<file path="config.mk">
export PLATFORM = sky130hd
export DESIGN_NAME = gtc_timer_core
export DESIGN_NICKNAME = d
export VERILOG_FILES = /design/src/hw/gtc_pkg.sv /design/src/hw/gtc_timer_core.sv /design/src/hw/gtc_prescaler.sv
export SDC_FILE = /design/constraint.sdc
export NUM_CORES = 1
export LEC_CHECK = 0
export ABC_CLOCK_PERIOD_IN_PS = 5200
export BUFFER_PORTS_ARGS = -buffer_cell sky130_fd_sc_hd__buf_4
export CAP_MARGIN = 25
export CORE_MARGIN = 1.5
export CORE_UTILIZATION = 35
export DETAILED_ROUTE_END_ITERATION = 6
export PLACE_DENSITY = 0.59
export SETUP_SLACK_MARGIN = 0.4
export SLEW_MARGIN = 20
export SYNTH_ARGS = -nofsm -noshare
export SYNTH_HDL_FRONTEND = slang
export SYNTH_SLANG_ARGS = --single-unit
</file>
<file path="constraint.sdc">
create_clock -name pclk -period 5.2 [get_ports pclk]
set_input_delay 0.26 -clock pclk [delete_from_list [all_inputs] [get_ports pclk]]
set_output_delay 0.26 -clock pclk [all_outputs]
set_load 0.01 [all_outputs]
</file>
<file path="src/hw/gtc_pkg.sv">
// How it works
// - 16-bit count, byte writes replace live bytes
// - Run off stops; gate-enable adds gate check
// - Source field picks instr/sys/pin/lfosc clock
// - Sys or lfosc source counts every rising edge
// - Instruction source counts every fourth clock
// - Sys/lfosc reads lose two low bits
// - Pin source counts pin rising edge, prescaled
// - Sync-disable bypasses the extra sync stage
// - Falling edge arms counting after write/disable
// - Prescale field divides by 1, 2, 4, 8
// - Prescaler hidden, cleared on count writes
// - Osc-enable bit runs secondary oscillator
// - Async pin counting continues during sleep
// - Byte reads valid while pin clock runs
// - Gate input qualifies counting
// - Rollover sets sticky overflow flag
// - Gate polarity picks counting gate level
package gtc_pkg;

  ////////////////////////////////////////////////////////////////
  // Register map, byte addresses on the APB
  localparam logic [7:0] ADDR_CNT_LO = 8'h00;
  localparam logic [7:0] ADDR_CNT_HI = 8'h04;
  localparam logic [7:0] ADDR_CTRL = 8'h08;
  localparam logic [7:0] ADDR_GATE = 8'h0C;
  localparam logic [7:0] ADDR_STAT = 8'h10;

  ////////////////////////////////////////////////////////////////
  // Clock source encodings
  typedef enum logic [1:0] {
    GTC_SRC_INSTR = 2'b00,
    GTC_SRC_SYS = 2'b01,
    GTC_SRC_PIN = 2'b10,
    GTC_SRC_LFOSC = 2'b11
  } gtc_src_t;

  // Timer control register layout
  typedef struct packed {
    gtc_src_t src;      // Clock source field
    logic [1:0] presc;  // Prescale field
    logic osc_en;       // Secondary oscillator enable
    logic sync_dis;     // Sync-disable bit
    logic rsv;          // Reads as zero
    logic run;          // Run bit
  } gtc_ctrl_t;

  // Gate control register layout
  typedef struct packed {
    logic gate_en;      // Gate-enable bit
    logic gate_pol;     // Gate polarity bit
    logic [5:0] rsv;    // Reads as zero
  } gtc_gate_t;

  ////////////////////////////////////////////////////////////////
  // Reset values and constants
  localparam logic [7:0] CTRL_RESET = 8'h00;
  localparam logic [7:0] GATE_RESET = 8'h00;
  localparam logic [15:0] CNT_RESET = 16'h0000;
  localparam logic [15:0] CNT_MAX = 16'hFFFF;
  localparam logic [1:0] INSTR_DIV_LAST = 2'h3;
  localparam logic [7:0] LSB_LOSS_MASK = 8'hFC;
  localparam logic [2:0] PRESC_RESET = 3'h0;
  localparam int unsigned STAT_OVF_BIT = 0;
  localparam int unsigned STAT_ARM_BIT = 1;
  localparam int unsigned SYNC_BITS = 3;
  localparam int unsigned SYNC_PIN = 0;
  localparam int unsigned SYNC_LF = 1;
  localparam int unsigned SYNC_GATE = 2;

endpackage : gtc_pkg

</file>
<file path="src/hw/gtc_timer_core.sv">
`timescale 1ns/1ps
// Gated 16-bit up-counter with APB register access
module gtc_timer_core (
  // Clock and reset
  input wire logic pclk,
  input wire logic presetn,
  // APB slave
  input wire logic psel,
  input wire logic penable,
  input wire logic pwrite,
  input wire logic [7:0] paddr,
  input wire logic [31:0] pwdata,
  output logic [31:0] prdata,
  output logic pready,
  output logic pslverr,
  // Clock and gate inputs from outside this domain
  input wire logic ext_clock_pin,
  input wire logic low_freq_internal_osc,
  input wire logic gate_input,
  // Core power state, same clock
  input wire logic sleep_mode,
  // Status outputs
  output logic overflow_flag,
  output logic wake_req,
  output logic secondary_osc_enable
);

  ////////////////////////////////////////////////////////////////
  // Registers
  gtc_pkg::gtc_ctrl_t ctrl;   // Timer control register
  gtc_pkg::gtc_gate_t gate;   // Gate control register
  logic [15:0] count;         // Live count
  logic [1:0] div4;           // Instruction clock divider
  logic armed;                // Pin falling edge seen
  logic [2:0] sync1;          // First synchroniser stage
  logic [2:0] sync2;          // Second synchroniser stage
  logic [2:0] sync3;          // Edge history stage
  logic pin_s4;               // Extra stage of the sync pin path

  ////////////////////////////////////////////////////////////////
  // APB decode
  wire [2:0] raw_in;
  wire setup_done;
  wire done;
  wire wr_done;
  wire hit_lo;
  wire hit_hi;
  wire hit_ctrl;
  wire hit_gate;
  wire hit_stat;
  wire hit_any;
  wire lo_wr;
  wire hi_wr;
  wire cnt_wr;
  wire ovf_clr;

  // Exact word match on a register offset
  function automatic logic addr_is(input logic [7:0] a, input logic [7:0] off);
    return a == off;
  endfunction : addr_is

  assign setup_done = psel && penable && !pready;
  assign done = psel && penable && pready;
  assign wr_done = done && pwrite;
  assign hit_lo = addr_is(paddr, gtc_pkg::ADDR_CNT_LO);
  assign hit_hi = addr_is(paddr, gtc_pkg::ADDR_CNT_HI);
  assign hit_ctrl = addr_is(paddr, gtc_pkg::ADDR_CTRL);
  assign hit_gate = addr_is(paddr, gtc_pkg::ADDR_GATE);
  assign hit_stat = addr_is(paddr, gtc_pkg::ADDR_STAT);
  assign hit_any = hit_lo || hit_hi || hit_ctrl || hit_gate || hit_stat;
  assign lo_wr = wr_done && hit_lo;
  assign hi_wr = wr_done && hit_hi;
  assign cnt_wr = lo_wr || hi_wr;
  assign ovf_clr = wr_done && hit_stat && pwdata[gtc_pkg::STAT_OVF_BIT];

  ////////////////////////////////////////////////////////////////
  // Input synchronisers; stage one feeds stage two only
  assign raw_in[gtc_pkg::SYNC_PIN] = ext_clock_pin;
  assign raw_in[gtc_pkg::SYNC_LF] = low_freq_internal_osc;
  assign raw_in[gtc_pkg::SYNC_GATE] = gate_input;

  genvar gi;
  generate
    for (gi = 0; gi < gtc_pkg::SYNC_BITS; gi++) begin : g_sync
      // Two flops, then a history flop for edge detection
      always_ff @(posedge pclk or negedge presetn) begin
        if (!presetn) begin
          sync1[gi] <= 1'b0;
          sync2[gi] <= 1'b0;
          sync3[gi] <= 1'b0;
        end else begin
          sync1[gi] <= raw_in[gi];
          sync2[gi] <= sync1[gi];
          sync3[gi] <= sync2[gi];
        end
      end
    end
  endgenerate

  // Extra pin stage only the synchronous path uses
  always_ff @(posedge pclk or negedge presetn) begin
    if (!presetn) pin_s4 <= 1'b0;
    else pin_s4 <= sync3[gtc_pkg::SYNC_PIN];
  end

  ////////////////////////////////////////////////////////////////
  // Edge detection and source selection
  wire pin_s;
  wire pin_d;
  wire pin_rise;
  wire pin_fall;
  wire lf_rise;
  wire gate_s;
  wire instr_tick;
  wire gate_ok;
  wire async_ext;
  wire sleep_hold;
  wire count_en;
  wire src_tick;
  wire presc_tick;
  wire inc;
  wire wrap;
  wire [15:0] next_count;
  wire next_armed;
  wire next_ovf;
  wire [7:0] lo_view;
  wire [31:0] next_prdata;

  // Bypass skips one pin stage; a mode switch may lose or add a count
  assign pin_s = ctrl.sync_dis ? sync2[gtc_pkg::SYNC_PIN]
                               : sync3[gtc_pkg::SYNC_PIN];
  assign pin_d = ctrl.sync_dis ? sync3[gtc_pkg::SYNC_PIN] : pin_s4;
  assign pin_rise = pin_s && !pin_d;
  assign pin_fall = !pin_s && pin_d;
  assign lf_rise = sync2[gtc_pkg::SYNC_LF] && !sync3[gtc_pkg::SYNC_LF];
  assign gate_s = sync2[gtc_pkg::SYNC_GATE];
  assign instr_tick = (div4 == gtc_pkg::INSTR_DIV_LAST);

  // Gate level that allows counting follows the polarity bit
  assign gate_ok = !gate.gate_en || (gate_s == gate.gate_pol);
  // Only the unsynchronised pin source keeps running in sleep
  assign async_ext = ctrl.sync_dis && (ctrl.src == gtc_pkg::GTC_SRC_PIN);
  assign sleep_hold = sleep_mode && !async_ext;
  assign count_en = ctrl.run && gate_ok && !sleep_hold;

  // Source tick selected by the source field
  assign src_tick = (ctrl.src == gtc_pkg::GTC_SRC_LFOSC) ? lf_rise :
                    (ctrl.src == gtc_pkg::GTC_SRC_PIN) ? (pin_rise && armed) :
                    (ctrl.src == gtc_pkg::GTC_SRC_SYS) ? 1'b1 :
                    instr_tick;

  // Prescaler output is still gated so a late tick is not counted
  assign inc = presc_tick && count_en && !cnt_wr;
  assign wrap = inc && (count == gtc_pkg::CNT_MAX);

  // Byte writes replace the live byte and win over an increment
  assign next_count = lo_wr ? {count[15:8], pwdata[7:0]} :
                      hi_wr ? {pwdata[7:0], count[7:0]} :
                      inc ? count + 16'h0001 : count;

  // Writes or a stopped counter disarm; a falling pin edge re-arms
  assign next_armed = (cnt_wr || !count_en) ? 1'b0 :
                      pin_fall ? 1'b1 : armed;

  // Rollover set wins over a software clear in the same cycle
  assign next_ovf = wrap || (overflow_flag && !ovf_clr);

  // Low byte reads lose two bits when the sys or lfosc source drives the count
  assign lo_view = ((ctrl.src == gtc_pkg::GTC_SRC_SYS) ||
                    (ctrl.src == gtc_pkg::GTC_SRC_LFOSC)) ?
                   (count[7:0] & gtc_pkg::LSB_LOSS_MASK) : count[7:0];

  // Read mux, unmapped reads return zero
  assign next_prdata = hit_lo ? {24'h000000, lo_view} :
                       hit_hi ? {24'h000000, count[15:8]} :
                       hit_ctrl ? {24'h000000, ctrl} :
                       hit_gate ? {24'h000000, gate} :
                       hit_stat ? {30'h0, armed, overflow_flag} :
                       32'h00000000;

  ////////////////////////////////////////////////////////////////
  // Prescaler, cleared by any count byte write
  gtc_prescaler u_presc (
    .pclk(pclk),
    .presetn(presetn),
    .tick_in(src_tick && count_en),
    .clear(cnt_wr),
    .sel(ctrl.presc),
    .tick_out(presc_tick)
  );

  ////////////////////////////////////////////////////////////////
  // APB answer: one wait state, data and error registered
  always_ff @(posedge pclk or negedge presetn) begin
    if (!presetn) begin
      pready <= 1'b0;
      pslverr <= 1'b0;
      prdata <= 32'h00000000;
    end else begin
      pready <= setup_done;
      pslverr <= setup_done && !hit_any;
      if (setup_done && !pwrite) prdata <= next_prdata;
    end
  end

  // Control registers, written at the completing edge
  always_ff @(posedge pclk or negedge presetn) begin
    if (!presetn) begin
      ctrl <= gtc_pkg::CTRL_RESET;
      gate <= gtc_pkg::GATE_RESET;
    end else if (wr_done) begin
      if (hit_ctrl) begin
        ctrl <= pwdata[7:0];
        ctrl.rsv <= 1'b0;
      end
      if (hit_gate) gate <= {pwdata[7:6], 6'h00};
    end
  end

  // Counter, arming and overflow state
  always_ff @(posedge pclk or negedge presetn) begin
    if (!presetn) begin
      count <= gtc_pkg::CNT_RESET;
      armed <= 1'b0;
      overflow_flag <= 1'b0;
    end else begin
      count <= next_count;
      armed <= next_armed;
      overflow_flag <= next_ovf;
    end
  end

  // Instruction clock divider, free running
  always_ff @(posedge pclk or negedge presetn) begin
    if (!presetn) div4 <= 2'h0;
    else div4 <= div4 + 2'h1;
  end

  // Wake and oscillator outputs; the oscillator ignores sleep
  always_ff @(posedge pclk or negedge presetn) begin
    if (!presetn) begin
      wake_req <= 1'b0;
      secondary_osc_enable <= 1'b0;
    end else begin
      wake_req <= sleep_mode && next_ovf;
      secondary_osc_enable <= ctrl.osc_en;
    end
  end
endmodule : gtc_timer_core

</file>
<file path="src/hw/gtc_prescaler.sv">
`timescale 1ns/1ps
// Divides a tick stream by 1, 2, 4 or 8
module gtc_prescaler (
  // Clock and reset
  input wire logic pclk,
  input wire logic presetn,
  // Control
  input wire logic tick_in,
  input wire logic clear,
  input wire logic [1:0] sel,
  // Divided tick
  output logic tick_out
);

  logic [2:0] cnt; // Hidden prescale counter
  wire [2:0] mask;
  wire hit;

  // Low bits that must all be one to pass a tick
  function automatic logic [2:0] div_mask(input logic [1:0] s);
    logic [2:0] m;
    m = 3'h0;
    if (s == 2'h1) m = 3'h1;
    else if (s == 2'h2) m = 3'h3;
    else if (s == 2'h3) m = 3'h7;
    return m;
  endfunction : div_mask

  assign mask = div_mask(sel);
  assign hit = tick_in && ((cnt & mask) == mask);

  ////////////////////////////////////////////////////////////////
  // Counter; a count write clears it and drops a pending tick
  always_ff @(posedge pclk or negedge presetn) begin
    if (!presetn) begin
      cnt <= gtc_pkg::PRESC_RESET;
      tick_out <= 1'b0;
    end else if (clear) begin
      cnt <= gtc_pkg::PRESC_RESET;
      tick_out <= 1'b0;
    end else begin
      if (tick_in) cnt <= cnt + 3'h1;
      tick_out <= hit;
    end
  end
endmodule : gtc_prescaler

</file>
# --- Yosys cells after proc, flatten, opt, wreduce, memory -nomap -nowiden ---
# Cells that the tools add are included.
word_totals:
  out_inout_bits: 37
  reg_bits: 78
  in_bits: 49
op_classes:
  reduce_logical: 55
  n_eq_ne: 15
  bitwise_logic: 2
  mux: 22
  add_sub_neg: 3
ops:
  columns: ["op", "n"]
  rows:
  - ["two-way mux 8 bit", 5]
  - ["two-way mux 16 bit", 2]
  - ["logical AND 1 bit", 25]
  - ["adder 16 x 1 -> 16 bit (second input constant)", 1]
  - ["equality test 16 bit (second input constant)", 1]
  - ["equality test 8 x 4 -> 1 bit (second input constant)", 2]
  - ["two-way mux 3 bit", 5]
  - ["logical NOT 1 bit", 12]
  - ["equality test 2 bit (second input constant)", 5]
  - ["logical OR 1 bit", 9]
  - ["equality test 8 x 3 -> 1 bit (second input constant)", 1]
  - ["equality test 8 x 5 -> 1 bit (second input constant)", 1]
  - ["logical NOT 8 bit", 1]
  - ["two-way mux 1 bit", 8]
  - ["AND reduction 2 bit", 4]
  - ["nonzero test 2 bit", 4]
  - ["equality test 2 x 1 -> 1 bit (second input constant)", 2]
  - ["two-way mux 2 bit", 2]
  - ["adder 3 x 1 -> 3 bit (second input constant)", 1]
  - ["bitwise AND 3 bit", 1]
  - ["equality test 3 bit", 1]
  - ["adder 2 x 1 -> 2 bit (second input constant)", 1]
  - ["inequality test 2 bit (second input constant)", 1]
  - ["equality test 1 bit", 1]
  - ["NOT 1 bit", 1]

# --- Longest topological paths before layout ---
logic_depth:
  word_depth: 11
  depth_mapped: 8
  ltp_nobuf: 6

# --- By module ---
# From an unflattened synthesis, not the netlist that was laid out.
hier_totals:
  cells_unflattened: 287
  hier_area_um2: 2941.6
by_module_without_submodules:
  columns: ["module", "n_inst", "cells_each", "seq_area_each_um2", "area_each_um2"]
  rows:
  - ["gtc_timer_core", 1, 269, 1251.2, 2757.6]
  - ["gtc_prescaler", 1, 18, 100.1, 183.9]

# --- Worst setup path before layout ---
# Ideal clock, no wire load.
synth_path:
  path_kind: "input port to flip-flop"
  start: "input paddr[7]"
  end: "register count[5]"
  stages: 6
  setup_ns: 0.126
  path_slack_ns: 3.135
  arrival_ns: 1.939
  cell_sequence: "or4_4 buf_6 nor4_4 a31oi_4 a21o_1 a221o_1"
synth_via:
  elab_chain_cells: 7
  word_cells_on_any_way: 11
  classes_between: "eq/ne: 2; mux: 1; reduce/logical: 8"
synth_lines:
  columns: ["item", "line", "rtl"]
  rows:
  - ["from (decl)", "gtc_timer_core.sv:11", "input wire logic [7:0] paddr,"]
  - ["equality test 8 x 3 -> 1 bit or logical NOT 8 bit (tied branches)", "gtc_timer_core.sv:59", "return a == off;"]
  - ["logical AND 1 bit, on equally long branches", "gtc_timer_core.sv:72, gtc_timer_core.sv:71", null]
  - ["logical OR 1 bit", "gtc_timer_core.sv:73", "assign cnt_wr = lo_wr || hi_wr;"]
  - ["logical NOT 1 bit", "gtc_timer_core.sv:153", "assign inc = presc_tick && count_en && !cnt_wr;"]
  - ["logical AND 1 bit", "gtc_timer_core.sv:153", null]
  - ["nonzero test 2 bit (no line)", null, null]
  - ["AND reduction 2 bit (no line)", null, null]
  - ["to (signal assigned)", "gtc_timer_core.sv:223", "count <= gtc_pkg::CNT_RESET;"]
  - ["to (signal assigned)", "gtc_timer_core.sv:227", "count <= next_count;"]
  - ["to (decl)", "gtc_timer_core.sv:32", "logic [15:0] count;"]
# Several ways; a longest one is shown, not always the timed one.
# A chain may end at the register's enable or synchronous reset.

# --- Final worst setup path ---
layout_path:
  start: "register ctrl[6] (netlist name)"
  end: "register count[14]"
layout_via:
  elab_chain_cells: 10
layout_lines:
  columns: ["item", "line", "rtl"]
  rows:
  - ["from (decl)", "gtc_timer_core.sv:30", "gtc_pkg::gtc_ctrl_t ctrl;"]
  - ["from (signal assigned)", "gtc_timer_core.sv:209", "ctrl <= gtc_pkg::CTRL_RESET;"]
  - ["from (signal assigned)", "gtc_timer_core.sv:213", "ctrl <= pwdata[7:0];"]
  - ["equality test 2 bit", "gtc_timer_core.sv:142", "assign async_ext = ctrl.sync_dis && (ctrl.src == gtc_pkg::GTC_SRC_PIN);"]
  - ["logical AND 1 bit", "gtc_timer_core.sv:142", null]
  - ["logical NOT 1 bit", "gtc_timer_core.sv:143", "assign sleep_hold = sleep_mode && !async_ext;"]
  - ["logical AND 1 bit", "gtc_timer_core.sv:143", null]
  - ["logical NOT 1 bit", "gtc_timer_core.sv:144", "assign count_en = ctrl.run && gate_ok && !sleep_hold;"]
  - ["logical AND 1 bit", "gtc_timer_core.sv:144", null]
  - ["logical AND 1 bit (2 in a row)", "gtc_timer_core.sv:153", null]
  - ["nonzero test 2 bit (no line)", null, null]
  - ["AND reduction 2 bit (no line)", null, null]
# Every way passes these cells.

==> flow_summary_export.csv <==
group,metric,value,unit
cells_and_area,fin_area,3336,um^2
cells_and_area,final_common_cell,"dfrtp_1",
critical_path,end_kind,"flop",
critical_path,crit_fanout,11,
timing,slew_headroom,43.00,%
route,ant_nets,0,
grt,grt_pass1_vias,2180,
cts,insertion_delay,0.31,ns
die,die_area,8982,um^2
job,max-cap-violations,0,
cells_and_area,diodes,0,
cts,post-cts-setup-buffers,0,
die,rows,33,
cells_and_area,areaGrowthSynthToFinish,13.16,%
die,die_h,94.78,um
synthesis,netlist-cell-type-count,53,
timing,min_period_over_period,43.25,%
route,drc,0,
grt,grt_antenna_before_repair,0,
cts,cts_buffer_depth,2,
cts,postCtsResizedCells,0,
route,num_vias,2261,
die,io_pins,86,
placed_design,io_buffer_count,37,
die,dieWidth,94.78,um
cells_and_area,fillers,838,
route,drt-initial-drc-count,225,
synthesis,synth_area_leaders,"dfrtp_1 46%, buf_4 6.1%, mux2_2 5.3%, nand2_1 3.8%, nor2_1 2.9%",
status,outcome,"finished with violations",
cts,path_clk_slew,0.10,ns
critical_path,cp_cell_sequence,"nand3b_1 -> a221oi_1 -> buf_4 -> nand4_1 -> or4_1 -> nand3_1",
cts,numCtsBuffers,5,
status,violations,"negative hold slack",
synthesis,ys_seq_area_share,45.84,%
critical_path,startpoint_type,"flop",
pwr,p_leak,0.001491,uW
placed_design,dp_hpwl,5077,um
critical_path,required,5.45,ns
timing,slew_violations,0,
critical_path,cp_slowest_stage_delay,0.57,ns
critical_path,critPathKind,"reg -> reg",
synthesis,syn_area,2948,um^2
route,totalWireLength,6857,um
synthesis,syn-instance-count,293,
grt,grt_pass1_wl,11130,um
timing,fin_skew,0.01139,ns
cells_and_area,final_cell_mix,"54 x dfrtp_1, 38 x buf_4, 30 x nand2_1",
timing,whs,-0.02227,ns
synthesis,synth_flop_cell,"dfrtp_1",
timing,finalSetupViolCount,0,
grt,grt.total_usage,16.54,%
timing,timing.fmax,444.6,MHz
route,viasPerCell,5.210,
placed_design,routabilityCongestion,0.8849,
synthesis,ys_async_sr_fraction,100.0,%
timing,hold_viol,43,
cells_and_area,nNetsFinal,380,
synthesis,avgSynthCellArea,10.06,um^2
cts,cts_tree,"built",
timing,rsz0062_at_grt,"false",
synthesis,synth_edf_count,0,
timing,fin_setup_tns,0,ns
grt,overflow,0,
cts,clock-sinks,54,
timing,period_minus_slack,2.249,ns
route,routedWlPerCell,15.80,um
pwr,power.density,230.3,nW/um^2
die,start_util,36.06,%
synthesis,synth.ff_latch_count,54,
min_path,hold_class,"in -> async",
cts,cts-root-buf,"clkbuf_8",
grt,grt_start_max_net_pins,55,
cts,cts_hold_buf,0,
die,coreArea,8175,um^2
critical_path,arrival,2.50,ns
cts,htreeDepth,2,
synthesis,synth_warnings,0,
route,drt-pass1-iter-count,4,
cells_and_area,drive_gt1_share,21.88,%
pwr,peakVddDrop,0.00007849,V
critical_path,slowest_stage,"or4_1",
synthesis,netlist.area_leader.share,45.84,%
placed_design,place_area,3219,um^2
synthesis,synth_top_area_cell,"dfrtp_1",
timing,worstMarginPinSlew,0.8471,ns
-- per-layer routing --
layer,wire length [um],vias up,track usage [%]
li1,-,1077,-
met5,0,-,0
met2,3292,75,27.20
met1,3063,1098,21.94
met4,116,0,5.721
met3,383,11,2.738
-- metrics by stage --
stage	hold WS (ns)	setup WS, ns	instances	utilization [%]	power, uW
5_1_grt	0.02902	2.746	434	40.80	807.0
2_1_floorplan	-0.03559	3.135	316	-	475.2
3_5_place_dp	0.3364	2.799	426	39.38	494.0
4_1_cts	0.006107	2.920	434	40.73	780.3
6_report	-0.02227	2.951	434	40.80	768.1
3_3_place_gp	0.3340	2.806	426	39.38	493.4
-- flip-flops by register name (all words and copies together), names as in the netlist, 2 cells and up --
name and count:
count 16, sync3 2, u_presc.cnt 3, sync2 2, prdata 8, div4 2, ctrl 7, gate 2
sync1 3
-- layout make-up --
class	count	area (um^2)	share of cell area [%]
well taps	105	131.4	3.938
repair buffers	38	285.3	8.552
multi-input cells	222	1431	42.91
flip-flops and latches	54	1351	40.51
clock buffers	6	72.57	2.176
inverters	7	26.28	0.7877
clock inverters	2	37.54	1.125
-- worst max-delay path, delay by kind of cell (launching register included) --
| family | cells | cell delay [ns] |
|---|---|---|
| compound gates | 1 | 0.29 |
| simple gates | 4 | 1.15 |
| flops | 1 | 0.50 |
| buf+inv | 1 | 0.25 |
-- worst paths after layout --
kind                                  startpoint        end  slack (ns)  depth (start not counted)
min reg2reg                             sync1[1]   sync2[1]        0.36                          0
min in group pclk          low_freq_internal_osc   sync1[1]        0.04                          1
max reg2reg                              ctrl[6]  count[14]        2.95                          6
max in group asynchronous                presetn  count[10]        4.77                          1
max                                      ctrl[6]  count[14]        2.95                          6
min                                      presetn   sync1[2]       -0.02                          1
-- power by group --
group,internal (uW),switching (uW)
clock,144,139
sequential,425,3.34
combinational,20.7,36.2
-- synthesized netlist by cell type (2+ instances only) --
library cell   n
nor4_1         4
mux2i_1        7
mux2_2        14
buf_4         24
nand2b_1       3
nor2b_1        2
nand2_1       30
a221o_2        2
xnor2_1        4
nand4_1       10
o21ai_0       15
nor2_1        23
or4_4          2
and3_1         4
buf_6          2
inv_1          7
a21oi_1        5
or4_1          3
o21bai_1       2
buf_2          2
a21o_1         2
a21boi_0       2
xor2_1         4
mux4_2         2
ha_1           3
clkbuf_1       5
nand3_1       13
and2_1         3
a221oi_1       2
dfrtp_1       54
nor3_1         7
o311ai_0       3
o211ai_1       3
nand3b_1       6
-- logic make-up (layout without fill, tap and decap cells) --
logic type               Yosys count  after routing  synth area share [%]
buffers and inverters             40             53                 8.744
multiplexers                      23             23                 9.253
AO/OA/AOI/OAI                     45             45                 10.91
AND/OR/NAND/NOR                  119            119                 21.48
flip-flops                        54             54                 45.84
other                              1             24                0.1272
XOR/XNOR                           8              8                 2.377
adder cells (fa/ha/maj)            3              3                 1.273
Note: power is estimated with default switching activity, not from simulation.
